[src/srt_pkg.sv]
package srt_pkg;

  typedef logic [7:0] srt_byte_t;
  typedef logic [7:0] srt_addr_t;
  typedef logic [3:0] srt_div12_t;
  typedef logic [2:0] srt_div8_t;

  // Register addresses on the special-function-register bus
  localparam srt_addr_t SRT_ADDR_CONTROL = 8'hC8;
  localparam srt_addr_t SRT_ADDR_RELOAD_LOW = 8'hCA;
  localparam srt_addr_t SRT_ADDR_RELOAD_HIGH = 8'hCB;
  localparam srt_addr_t SRT_ADDR_COUNT_LOW = 8'hCC;
  localparam srt_addr_t SRT_ADDR_COUNT_HIGH = 8'hCD;

  // Field positions in timer_control
  localparam int SRT_BIT_HIGH_OVF = 7;
  localparam int SRT_BIT_LOW_OVF = 6;
  localparam int SRT_BIT_LOW_IRQ_EN = 5;
  localparam int SRT_BIT_CAPTURE = 4;
  localparam int SRT_BIT_SPLIT = 3;
  localparam int SRT_BIT_RUN = 2;
  localparam int SRT_BIT_EXT_SEL = 0;

  localparam srt_byte_t SRT_RESET_BYTE = 8'h00;
  localparam srt_byte_t SRT_BYTE_MAX = 8'hFF;
  localparam srt_byte_t SRT_BYTE_ONE = 8'h01;

  // Prescaler ratios
  localparam int SRT_SYS_DIV = 12;
  localparam int SRT_EXT_DIV = 8;
  localparam srt_div12_t SRT_DIV12_LAST = 4'(SRT_SYS_DIV - 1);
  localparam srt_div12_t SRT_DIV12_ZERO = 4'h0;
  localparam srt_div12_t SRT_DIV12_ONE = 4'h1;
  localparam srt_div8_t SRT_DIV8_LAST = 3'(SRT_EXT_DIV - 1);
  localparam srt_div8_t SRT_DIV8_ZERO = 3'h0;
  localparam srt_div8_t SRT_DIV8_ONE = 3'h1;

endpackage

[src/srt_sys_div12.sv]
`timescale 1ns/1ns
module srt_sys_div12
(
  input wire logic mclk_in,
  input wire logic sys_rst_in,
  output logic tick_out
);
  import srt_pkg::*;

  srt_div12_t count_q;
  srt_div12_t count_d;
  logic tick_q;
  logic tick_d;

  // One-cycle tick every twelfth system clock
  always_comb
  begin
    tick_d = (count_q == SRT_DIV12_LAST);
    count_d = tick_d ? SRT_DIV12_ZERO : count_q + SRT_DIV12_ONE;
  end

  always_ff @(posedge mclk_in)
  begin
    if (sys_rst_in)
    begin
      count_q <= SRT_DIV12_ZERO;
      tick_q <= 1'b0;
    end
    else
    begin
      count_q <= count_d;
      tick_q <= tick_d;
    end
  end

  assign tick_out = tick_q;

endmodule

[src/srt_ext_div8.sv]
`timescale 1ns/1ns
module srt_ext_div8
(
  input wire logic mclk_in,
  input wire logic sys_rst_in,
  input wire logic ext_osc_in,
  output logic tick_out
);
  import srt_pkg::*;

  logic meta_q;
  logic sync_q;
  logic prev_q;
  srt_div8_t count_q;
  srt_div8_t count_d;
  logic tick_q;
  logic tick_d;
  logic rise;

  // Rising edges of the synchronised oscillator, one tick per eighth edge
  always_comb
  begin
    rise = sync_q & ~prev_q;
    tick_d = rise && (count_q == SRT_DIV8_LAST);
    count_d = rise ? count_q + SRT_DIV8_ONE : count_q;
  end

  always_ff @(posedge mclk_in)
  begin
    if (sys_rst_in)
    begin
      meta_q <= 1'b0;
      sync_q <= 1'b0;
      prev_q <= 1'b0;
      count_q <= SRT_DIV8_ZERO;
      tick_q <= 1'b0;
    end
    else
    begin
      meta_q <= ext_osc_in;
      sync_q <= meta_q;
      prev_q <= sync_q;
      count_q <= count_d;
      tick_q <= tick_d;
    end
  end

  assign tick_out = tick_q;

endmodule

[src/srt_timer.sv]
// Behaviour
// - Split and capture off: 16-bit count, reload on full wrap, set high flag.
// - Timer interrupt enabled: every 16-bit overflow requests an interrupt via high flag.
// - 16-bit mode with low-byte enable: low eight bit wrap also interrupts.
// - Split mode: two 8-bit reload timers, each reloaded from its own byte.
// - Split mode: run control gates only the high byte; low byte always counts.
// - Byte clock: system clock if select set, else divide-by-12 or external/8.
// - External divided-by-8 tick is synchronised to the system clock first.
// - High flag sets whenever high byte wraps to zero.
// - Low flag sets whenever low byte wraps to zero, in every mode.
// - Split with low-byte enable: either byte overflow requests the interrupt.
// - Flags are never cleared by hardware; software clears them by writing.
// - Capture, not split: free 16-bit count; frame start copies count to reload.
// - Capture, split: two free 8-bit counters latched to reload on frame start.
// - Each frame-start capture requests the timer interrupt when enabled.
// - Unused control bit reads zero and ignores writes.
// - Reload registers hold reload value, or last captured byte in capture mode.
`timescale 1ns/1ns
module srt_timer
(
  input wire logic mclk_in,
  input wire logic sys_rst_in,
  input wire srt_pkg::srt_addr_t sfr_addr_in,
  input wire logic sfr_wr_in,
  input wire srt_pkg::srt_byte_t sfr_wdata_in,
  output srt_pkg::srt_byte_t sfr_rdata_out,
  input wire logic timer_irq_enable_in,
  input wire logic high_byte_clock_select_in,
  input wire logic low_byte_clock_select_in,
  input wire logic ext_osc_in,
  input wire logic sof_strobe_in,
  output logic irq_out,
  output logic high_overflow_flag_out,
  output logic low_overflow_flag_out
);
  import srt_pkg::*;

  // Picks a byte's count tick from its clock-select and the external-select bit
  function automatic logic srt_pick_tick(input logic sys_sel, input logic ext_sel,
                                         input logic div12_tick, input logic ext_tick);
    logic tick;
    if (sys_sel)
    begin
      tick = 1'b1;
    end
    else if (ext_sel)
    begin
      tick = ext_tick;
    end
    else
    begin
      tick = div12_tick;
    end
    return tick;
  endfunction

  // Next value of a byte on a count step: increment, or reload / zero at the top
  function automatic srt_byte_t srt_next_byte(input srt_byte_t cur, input srt_byte_t reload,
                                              input logic to_zero);
    srt_byte_t nxt;
    if (cur == SRT_BYTE_MAX)
    begin
      nxt = to_zero ? SRT_RESET_BYTE : reload;
    end
    else
    begin
      nxt = cur + SRT_BYTE_ONE;
    end
    return nxt;
  endfunction

  // Control register fields
  logic high_overflow_flag_q;
  logic high_overflow_flag_d;
  logic low_overflow_flag_q;
  logic low_overflow_flag_d;
  logic low_byte_irq_enable_q;
  logic low_byte_irq_enable_d;
  logic frame_capture_enable_q;
  logic frame_capture_enable_d;
  logic split_mode_enable_q;
  logic split_mode_enable_d;
  logic run_control_q;
  logic run_control_d;
  logic external_clock_select_q;
  logic external_clock_select_d;

  // Data registers
  srt_byte_t reload_low_byte_q;
  srt_byte_t reload_low_byte_d;
  srt_byte_t reload_high_byte_q;
  srt_byte_t reload_high_byte_d;
  srt_byte_t count_low_byte_q;
  srt_byte_t count_low_byte_d;
  srt_byte_t count_high_byte_q;
  srt_byte_t count_high_byte_d;

  // Bus read data and interrupt request
  srt_byte_t rdata_q;
  srt_byte_t rdata_d;
  logic irq_q;
  logic irq_d;

  // Count datapath
  logic div12_tick;
  logic ext_tick;
  logic tick_low;
  logic tick_high;
  logic step_low;
  logic step_high;
  logic wrap_low;
  logic wrap_high;
  logic capture_evt;
  srt_byte_t next_low;
  srt_byte_t next_high;
  srt_byte_t control_view;

  // Write strobes per register
  logic wr_control;
  logic wr_reload_low;
  logic wr_reload_high;
  logic wr_count_low;
  logic wr_count_high;

  srt_sys_div12 u_sys_div12
  (
    .mclk_in(mclk_in),
    .sys_rst_in(sys_rst_in),
    .tick_out(div12_tick)
  );

  srt_ext_div8 u_ext_div8
  (
    .mclk_in(mclk_in),
    .sys_rst_in(sys_rst_in),
    .ext_osc_in(ext_osc_in),
    .tick_out(ext_tick)
  );

  // Address decode
  always_comb
  begin
    wr_control = sfr_wr_in && (sfr_addr_in == SRT_ADDR_CONTROL);
    wr_reload_low = sfr_wr_in && (sfr_addr_in == SRT_ADDR_RELOAD_LOW);
    wr_reload_high = sfr_wr_in && (sfr_addr_in == SRT_ADDR_RELOAD_HIGH);
    wr_count_low = sfr_wr_in && (sfr_addr_in == SRT_ADDR_COUNT_LOW);
    wr_count_high = sfr_wr_in && (sfr_addr_in == SRT_ADDR_COUNT_HIGH);
  end

  // Tick selection and count stepping
  always_comb
  begin
    tick_low = srt_pick_tick(low_byte_clock_select_in, external_clock_select_q,
                             div12_tick, ext_tick);
    // In 16-bit modes the high-byte select is ignored and the whole timer uses the low one
    tick_high = split_mode_enable_q ?
                srt_pick_tick(high_byte_clock_select_in, external_clock_select_q,
                              div12_tick, ext_tick) : tick_low;
    if (split_mode_enable_q)
    begin
      step_low = tick_low;
      step_high = tick_high && run_control_q;
      wrap_low = step_low && (count_low_byte_q == SRT_BYTE_MAX);
      wrap_high = step_high && (count_high_byte_q == SRT_BYTE_MAX);
      // Capture mode wraps to zero, otherwise each byte reloads from its own byte
      next_low = srt_next_byte(count_low_byte_q, reload_low_byte_q,
                               frame_capture_enable_q);
      next_high = srt_next_byte(count_high_byte_q, reload_high_byte_q,
                                frame_capture_enable_q);
    end
    else
    begin
      step_low = tick_low && run_control_q;
      wrap_low = step_low && (count_low_byte_q == SRT_BYTE_MAX);
      step_high = wrap_low;
      wrap_high = wrap_low && (count_high_byte_q == SRT_BYTE_MAX);
      // The low byte reloads only on the full 16-bit wrap, and never in capture mode
      next_low = srt_next_byte(count_low_byte_q, reload_low_byte_q,
                               frame_capture_enable_q ||
                               (count_high_byte_q != SRT_BYTE_MAX));
      next_high = srt_next_byte(count_high_byte_q, reload_high_byte_q,
                                frame_capture_enable_q);
    end
    capture_evt = frame_capture_enable_q && sof_strobe_in;
  end

  // Counter bytes: a bus write takes priority over a count step
  always_comb
  begin
    count_low_byte_d = count_low_byte_q;
    count_high_byte_d = count_high_byte_q;
    if (wr_count_low)
    begin
      count_low_byte_d = sfr_wdata_in;
    end
    else if (step_low)
    begin
      count_low_byte_d = next_low;
    end
    if (wr_count_high)
    begin
      count_high_byte_d = sfr_wdata_in;
    end
    else if (step_high)
    begin
      count_high_byte_d = next_high;
    end
  end

  // Reload bytes: a frame-start capture takes priority over a bus write
  always_comb
  begin
    reload_low_byte_d = reload_low_byte_q;
    reload_high_byte_d = reload_high_byte_q;
    if (capture_evt)
    begin
      reload_low_byte_d = count_low_byte_q;
      reload_high_byte_d = count_high_byte_q;
    end
    else
    begin
      if (wr_reload_low)
      begin
        reload_low_byte_d = sfr_wdata_in;
      end
      if (wr_reload_high)
      begin
        reload_high_byte_d = sfr_wdata_in;
      end
    end
  end

  // Control bits; flags set by hardware or by a write of one, a set in the clearing cycle wins
  always_comb
  begin
    high_overflow_flag_d = high_overflow_flag_q;
    low_overflow_flag_d = low_overflow_flag_q;
    low_byte_irq_enable_d = low_byte_irq_enable_q;
    frame_capture_enable_d = frame_capture_enable_q;
    split_mode_enable_d = split_mode_enable_q;
    run_control_d = run_control_q;
    external_clock_select_d = external_clock_select_q;
    if (wr_control)
    begin
      high_overflow_flag_d = sfr_wdata_in[SRT_BIT_HIGH_OVF];
      low_overflow_flag_d = sfr_wdata_in[SRT_BIT_LOW_OVF];
      low_byte_irq_enable_d = sfr_wdata_in[SRT_BIT_LOW_IRQ_EN];
      frame_capture_enable_d = sfr_wdata_in[SRT_BIT_CAPTURE];
      split_mode_enable_d = sfr_wdata_in[SRT_BIT_SPLIT];
      run_control_d = sfr_wdata_in[SRT_BIT_RUN];
      external_clock_select_d = sfr_wdata_in[SRT_BIT_EXT_SEL];
    end
    // Frame capture reports through the high flag so software sees a pending cause
    if (wrap_high || capture_evt)
    begin
      high_overflow_flag_d = 1'b1;
    end
    if (wrap_low)
    begin
      low_overflow_flag_d = 1'b1;
    end
  end

  // Interrupt request and read-back
  always_comb
  begin
    irq_d = timer_irq_enable_in &&
            (high_overflow_flag_q ||
             (low_byte_irq_enable_q && low_overflow_flag_q));
    control_view = SRT_RESET_BYTE;
    control_view[SRT_BIT_HIGH_OVF] = high_overflow_flag_q;
    control_view[SRT_BIT_LOW_OVF] = low_overflow_flag_q;
    control_view[SRT_BIT_LOW_IRQ_EN] = low_byte_irq_enable_q;
    control_view[SRT_BIT_CAPTURE] = frame_capture_enable_q;
    control_view[SRT_BIT_SPLIT] = split_mode_enable_q;
    control_view[SRT_BIT_RUN] = run_control_q;
    control_view[SRT_BIT_EXT_SEL] = external_clock_select_q;
    // The unused bit is never stored, so it always reads zero
    unique case (sfr_addr_in)
      SRT_ADDR_CONTROL: rdata_d = control_view;
      SRT_ADDR_RELOAD_LOW: rdata_d = reload_low_byte_q;
      SRT_ADDR_RELOAD_HIGH: rdata_d = reload_high_byte_q;
      SRT_ADDR_COUNT_LOW: rdata_d = count_low_byte_q;
      SRT_ADDR_COUNT_HIGH: rdata_d = count_high_byte_q;
      default: rdata_d = SRT_RESET_BYTE;
    endcase
  end

  always_ff @(posedge mclk_in)
  begin
    if (sys_rst_in)
    begin
      high_overflow_flag_q <= 1'b0;
      low_overflow_flag_q <= 1'b0;
      low_byte_irq_enable_q <= 1'b0;
      frame_capture_enable_q <= 1'b0;
      split_mode_enable_q <= 1'b0;
      run_control_q <= 1'b0;
      external_clock_select_q <= 1'b0;
    end
    else
    begin
      high_overflow_flag_q <= high_overflow_flag_d;
      low_overflow_flag_q <= low_overflow_flag_d;
      low_byte_irq_enable_q <= low_byte_irq_enable_d;
      frame_capture_enable_q <= frame_capture_enable_d;
      split_mode_enable_q <= split_mode_enable_d;
      run_control_q <= run_control_d;
      external_clock_select_q <= external_clock_select_d;
    end
  end

  always_ff @(posedge mclk_in)
  begin
    if (sys_rst_in)
    begin
      reload_low_byte_q <= SRT_RESET_BYTE;
      reload_high_byte_q <= SRT_RESET_BYTE;
      count_low_byte_q <= SRT_RESET_BYTE;
      count_high_byte_q <= SRT_RESET_BYTE;
    end
    else
    begin
      reload_low_byte_q <= reload_low_byte_d;
      reload_high_byte_q <= reload_high_byte_d;
      count_low_byte_q <= count_low_byte_d;
      count_high_byte_q <= count_high_byte_d;
    end
  end

  always_ff @(posedge mclk_in)
  begin
    if (sys_rst_in)
    begin
      rdata_q <= SRT_RESET_BYTE;
      irq_q <= 1'b0;
    end
    else
    begin
      rdata_q <= rdata_d;
      irq_q <= irq_d;
    end
  end

  assign sfr_rdata_out = rdata_q;
  assign irq_out = irq_q;
  assign high_overflow_flag_out = high_overflow_flag_q;
  assign low_overflow_flag_out = low_overflow_flag_q;

endmodule

[config.mk]
export PLATFORM = sky130hd
export DESIGN_NAME = srt_timer
export DESIGN_NICKNAME = d
export VERILOG_FILES = /design/src/srt_pkg.sv /design/src/srt_sys_div12.sv /design/src/srt_ext_div8.sv /design/src/srt_timer.sv
export SDC_FILE = /design/constraint.sdc
export NUM_CORES = 1
export LEC_CHECK = 0
export BUFFER_PORTS_ARGS = -buffer_cell sky130_fd_sc_hd__buf_2
export CELL_PAD_IN_SITES_DETAIL_PLACEMENT = 1
export CELL_PAD_IN_SITES_GLOBAL_PLACEMENT = 1
export CORE_MARGIN = 2
export CORE_UTILIZATION = 45
export CTS_CLUSTER_SIZE = 25
export DETAILED_ROUTE_END_ITERATION = 16
export GPL_ROUTABILITY_DRIVEN = 0
export HOLD_SLACK_MARGIN = 0.05
export PLACE_DENSITY_LB_ADDON = 0.1
export SLEW_MARGIN = 10
export SYNTH_ARGS = -nofsm -noshare
export SYNTH_HDL_FRONTEND = slang
export SYNTH_SLANG_ARGS = --single-unit
export TNS_END_PERCENT = 30
[constraint.sdc]
create_clock -name mclk_in -period 2.2 [get_ports mclk_in]
set_input_delay 0.44 -clock mclk_in [delete_from_list [all_inputs] [get_ports mclk_in]]
set_output_delay 0.44 -clock mclk_in [all_outputs]
set_load 0.03 [all_outputs]
After elaboration in Yosys (flattened, before gate mapping). Index checks and enable logic that the tools add are counted.

Bits in registers: 60. Output and inout bits: 11. Logic and storage cells: 89.

Add/subtract/negate cells: 4. Equal/unequal tests: 10. Muxes and demuxes: 28. Bitwise operators: 2. Reductions and logical operators: 25.

Operators by type and width (count): two-way mux 8 bit (15); equality test 8 bit, second input constant (7); one-hot mux 8 bit (5 select lines) (1); adder 8 x 1 -> 8 bit, second input constant (2); logical AND 1 bit (15); two-way mux 1 bit (12); nonzero test 2 bit (6); inequality test 8 bit, second input constant (1); adder 4 x 1 -> 4 bit, second input constant (1); equality test 4 bit, second input constant (1); adder 3 x 1 -> 3 bit, second input constant (1); equality test 3 bit, second input constant (1); logical OR 1 bit (3); OR reduction 2 bit (1); bitwise AND 1 bit (1); inverter 1 bit (1).

Depth between registers and ports, before layout.
Depth in word-level cells: 8. Gate-level depth with buffers: 8. Mapped depth without buffers: 6.

By module. A second synthesis with hierarchy kept.

Cell total of the unflattened synthesis: 377. Area total of the unflattened synthesis: 3378.2 sq um.

By module, submodules not included: srt_timer (times used 1, cells an instance 336, area an instance 2889.0 sq um); srt_ext_div8 (times used 1, cells an instance 23, area an instance 290.3 sq um); srt_sys_div12 (times used 1, cells an instance 18, area an instance 198.9 sq um).

Worst setup path before layout. OpenSTA, ideal clock, no wires.

Path kind: input to register. Start point: in sfr_addr_in[4]. End point: reg high_overflow_flag_q, in the netlist high_overflow_flag_out. Setup time: 0.137 ns. Arrival time: 1.616 ns. Required time: 2.063 ns. Setup slack: 0.447 ns. Cell stages on the path: 6. Path buffers: 1. Path through: and4bb_2 -> nand3b_2 -> or3_1 -> buf_6 -> mux2i_1 -> a31oi_1.

Cells in the longest elaborated chain, start to end: 3.

RTL lines: start: declaration (RTL line srt_timer.sv:23) `input wire srt_pkg::srt_addr_t sfr_addr_in,`; equality test 8 bit (RTL line srt_timer.sv:143) `wr_control = sfr_wr_in && (sfr_addr_in == SRT_ADDR_CONTROL);`; logical AND 1 bit (RTL line srt_timer.sv:143); nonzero test 2 bit (no line); end signal: assignment (RTL line srt_timer.sv:303) `high_overflow_flag_q <= high_overflow_flag_d;`; end: declaration (RTL line srt_timer.sv:73) `logic high_overflow_flag_q;`.

No other way between the ends. A chain may end at the register's enable or synchronous reset.

Worst setup path in the final report.
Start point: reg count_low_byte_q[0]. End point: reg count_high_byte_q[3].

Cells in the longest elaborated chain, start to end: 4.

RTL lines: start: declaration (RTL line srt_timer.sv:93) `srt_byte_t count_low_byte_q;`; start signal: assignment (RTL line srt_timer.sv:326) `count_low_byte_q <= count_low_byte_d;`; equality test 8 bit (RTL line srt_timer.sv:174) `wrap_low = step_low && (count_low_byte_q == SRT_BYTE_MAX);`; logical AND 1 bit (RTL line srt_timer.sv:174); two-way mux 1 bit (RTL line srt_timer.sv:159) `if (split_mode_enable_q)`; nonzero test 2 bit (no line); end signal: assignment (RTL line srt_timer.sv:327) `count_high_byte_q <= count_high_byte_d;`; end: declaration (RTL line srt_timer.sv:95) `srt_byte_t count_high_byte_q;`.

No other way between the ends.

==> summary.md <==
### Run status
- outcome: finished, final reports clean

### Routing
- DRC violations left: 0
- WL/cell: 20.5 µm
- vias per std cell: 6.08
- total number of vias: 3,045
- Iteration-0 DRC Markers: 221
- post-route ant nets: 0
- detailed-route wire length: 10,300 µm
- total iterations of the first detailed-routing run: 8

### Critical path
- maximum fanout count along the critical path: 8
- signal arrival time at the worst endpoint: 2180 ps
- endpoint type of the worst setup path: flop
- kind of launch point of the worst setup path: flop
- critical path class: flop to flop
- depth of the worst register-to-register path: 7
- Worst R2R Setup Slack: 230 ps
- data required time at the worst endpoint: 2420 ps

### Synthesis
- multiplexer fraction of the synthesized cell area: 11.1%
- dominant register cell in the synthesized netlist: dfxtp_1
- Unique masters post-synth: 63
- Net Count, Synth: 388
- combinational family with the most area after synthesis: compound AO/OA/AOI/OAI gates
- Netlist Area Pre-Place: 3260 µm²
- cell type contributing the most total cell area after synthesis: dfxtp_1
- proportion of netlist area held by the largest area contributor: 36.9%
- synth cell count leaders: dfxtp_1, nor2_1, mux2i_1, nand2_1, a211oi_1
- post-synthesis share of cell area spent on full adders, half adders and majority gates: 1.92%
- area fraction in compound gates after synthesis: 22.4%
- FF+latch count, synth: 60
- cells after synthesis: 359
- count of flip-flops with a built-in enable after synthesis: 0
- async set-reset flop share out of synthesis: 0%
- xor-xnor portion of the synthesized cell area: 1.88%
- dominant cell by count in the synthesized netlist: dfxtp_1
- post-synthesis share of cell area spent on and, or, nand and nor gates: 20.9%
- Avg Cell Area, Syn: 9.08 µm²
- Syn. warnings: 0
- share of the yosys chip area belonging to registers: 36.9%
- largest cells by area after synthesis: dfxtp_1, mux2i_1, nor2_1

### Clock network
- # hold bufs at CTS: 0
- largest buffer count on any clock path: 2
- CTS tree: yes
- Worst-path clk slew: 70 ps
- Gates resized, CTS repair: 0
- Clock Latency Late Sink: 350 ps
- cell at the root of the clock tree: clkbuf_8
- Clock H-tree levels: 3
- total clock buffers created by CTS: 9
- number of buffers added for setup after CTS: 0
- number of clock sinks: 60

### GRT
- global-route wire length before repair: 16,400 µm
- GR Overflow Total: 0
- number of antenna violations at the first check in global routing: 0
- overall global routing resource usage: 28.1%
- largest net degree at the start of global routing: 34
- number of global-route vias before repair: 3,030

### STA
- final period utilization: 89.3%
- final setup vio count: 0
- Slew Viols, Final: 0
- worst hold slack across all endpoints: 304 ps
- TNS Setup: 0 ps
- transition time of the tightest slew-check pin: 839 ps
- maximum frequency from static timing analysis: 0.509 GHz
- hold violation count in the final report: 0
- normalized max-slew margin: 43.9%
- fin crit period: 1970 ps
- unrepaired setup endpoints after global routing: false
- largest clock skew in the final design: 5.76 ps

### Floorplanning
- overall die area: 7940 µm²
- Core Rows: 31
- overall die width: 89.1 µm
- Core Region: 7140 µm²
- number of primary I/O pins: 35
- effective utilization at floorplan: 45.7%
- y dimension of the die: 89.1 µm

### Worst hold path
- count of cells along the worst hold path: 2
- type of the worst min-delay path: primary input to flop

### Pwr
- VDD IR max: 0.300 mV
- leakage dissipation: 1.43 nW
- PwrDens: 567 nW/µm²

### Place
- count of buffers from port buffering: 34
- placed standard-cell area: 3570 µm²
- estimated wirelength of the detail-placed design: 7620 µm

### Cells and area
- count of inserted antenna diode cells: 0
- combined flip-flop and latch cell area: 1200 µm²
- number of nets in the final layout: 426
- layout cell share with drive strength beyond 1: 23.9%
- number of fill cells: 870
- post-synthesis to final-layout area growth: 15.0%
- area of the multi-input gates: 1900 µm²
- final non-filler cell area: 3750 µm²

### Run
- Max-cap violations: 0

[cell usage in the layout (no fill, tap or decap), types with 3 or more instances in the layout]
| cell | n |
|---|---|
| nand3_1 | 13 |
| clkinv_4 | 5 |
| ha_1 | 5 |
| inv_1 | 8 |
| nand4_1 | 4 |
| a31oi_1 | 7 |
| buf_2 | 34 |
| a21oi_1 | 10 |
| buf_4 | 20 |
| mux2_2 | 5 |
| a211oi_1 | 18 |
| mux2i_1 | 28 |
| and3b_1 | 4 |
| a22oi_1 | 5 |
| and4_1 | 3 |
| nor2_1 | 46 |
| nor2b_1 | 7 |
| nand2_1 | 20 |
| or3_1 | 4 |
| dfxtp_1 | 60 |
| o21ai_0 | 6 |
| o22ai_1 | 3 |
| xnor2_1 | 5 |
| a222oi_1 | 7 |
| a22o_1 | 9 |
| nor3b_1 | 4 |
| o2111ai_1 | 3 |
| clkbuf_8 | 9 |
[critical path, stage by stage (launching register included)]
cell and delay [ps]:
dfxtp_1 450, ha_1 210, nand3_1 130, a211oi_2 320, o21a_2 270, buf_4 160
mux2i_1 210, a211oi_2 80
[area by class of cell]
cell class / instances / share of cell area [%]
clock inverters: 7 / 1.43
clock buffers: 9 / 3.30
flip-flops and latches: 60 / 32.0
well taps: 99 / 3.30
repair buffers: 54 / 8.54
multi-input cells: 264 / 50.6
inverters: 8 / 0.801
[per-stage QoR]
stage               instances  power, W  setup slack [ps]  utilization, %
floorplan                 359   0.00119               447               -
global placement          485   0.00124               183            50.1
detailed placement        485   0.00125               125            50.1
CTS                       501   0.00214               253            52.5
global route              501   0.00222              98.3            52.5
finish                    501   0.00213               235            52.5
[sequential cells by signal (all words and copies together) (netlist names), 3 cells and up]
| signal | cells |
|---|---|
| count_low_byte_q | 8 |
| u_ext_div8.count_q | 3 |
| count_high_byte_q | 8 |
| sfr_rdata_out | 8 |
| u_sys_div12.count_q | 4 |
| reload_low_byte_q | 8 |
| reload_high_byte_q | 8 |
[cells by family after synthesis]
kind of cell,count (synthesis)
DFF,60
xor gates and xnor gates,7
and+or+nand+nor,126
adders and majority gates,5
muxes,35
AOI/OAI and AO/OA,91
buffers and inverters,35
[power by group]
group	total [W]	switching [W]	internal, W
logic	0.000120	0.0000766	0.0000437
registers	0.00110	0.00000730	0.00109
clock network	0.000903	0.000490	0.000413
[worst paths after layout]
path,startpoint,end
hold reg to reg,u_ext_div8.meta_q,u_ext_div8.sync_q
setup reg to reg,count_low_byte_q[0],count_high_byte_q[3]
setup / recovery,count_low_byte_q[0],count_high_byte_q[3]
hold / removal,ext_osc_in,u_ext_div8.meta_q
[metal layers]
metal / up-vias / track usage, % / routed length (µm)
met2: 103 / 46.9 / 4950
met3: 18 / 5.08 / 467
met4: 0 / 7.73 / 206
li1: 1429 / - / -
met5: - / 0 / 0
met1: 1495 / 37.4 / 4650
No activity file was read; power rests on OpenSTA's default activity.
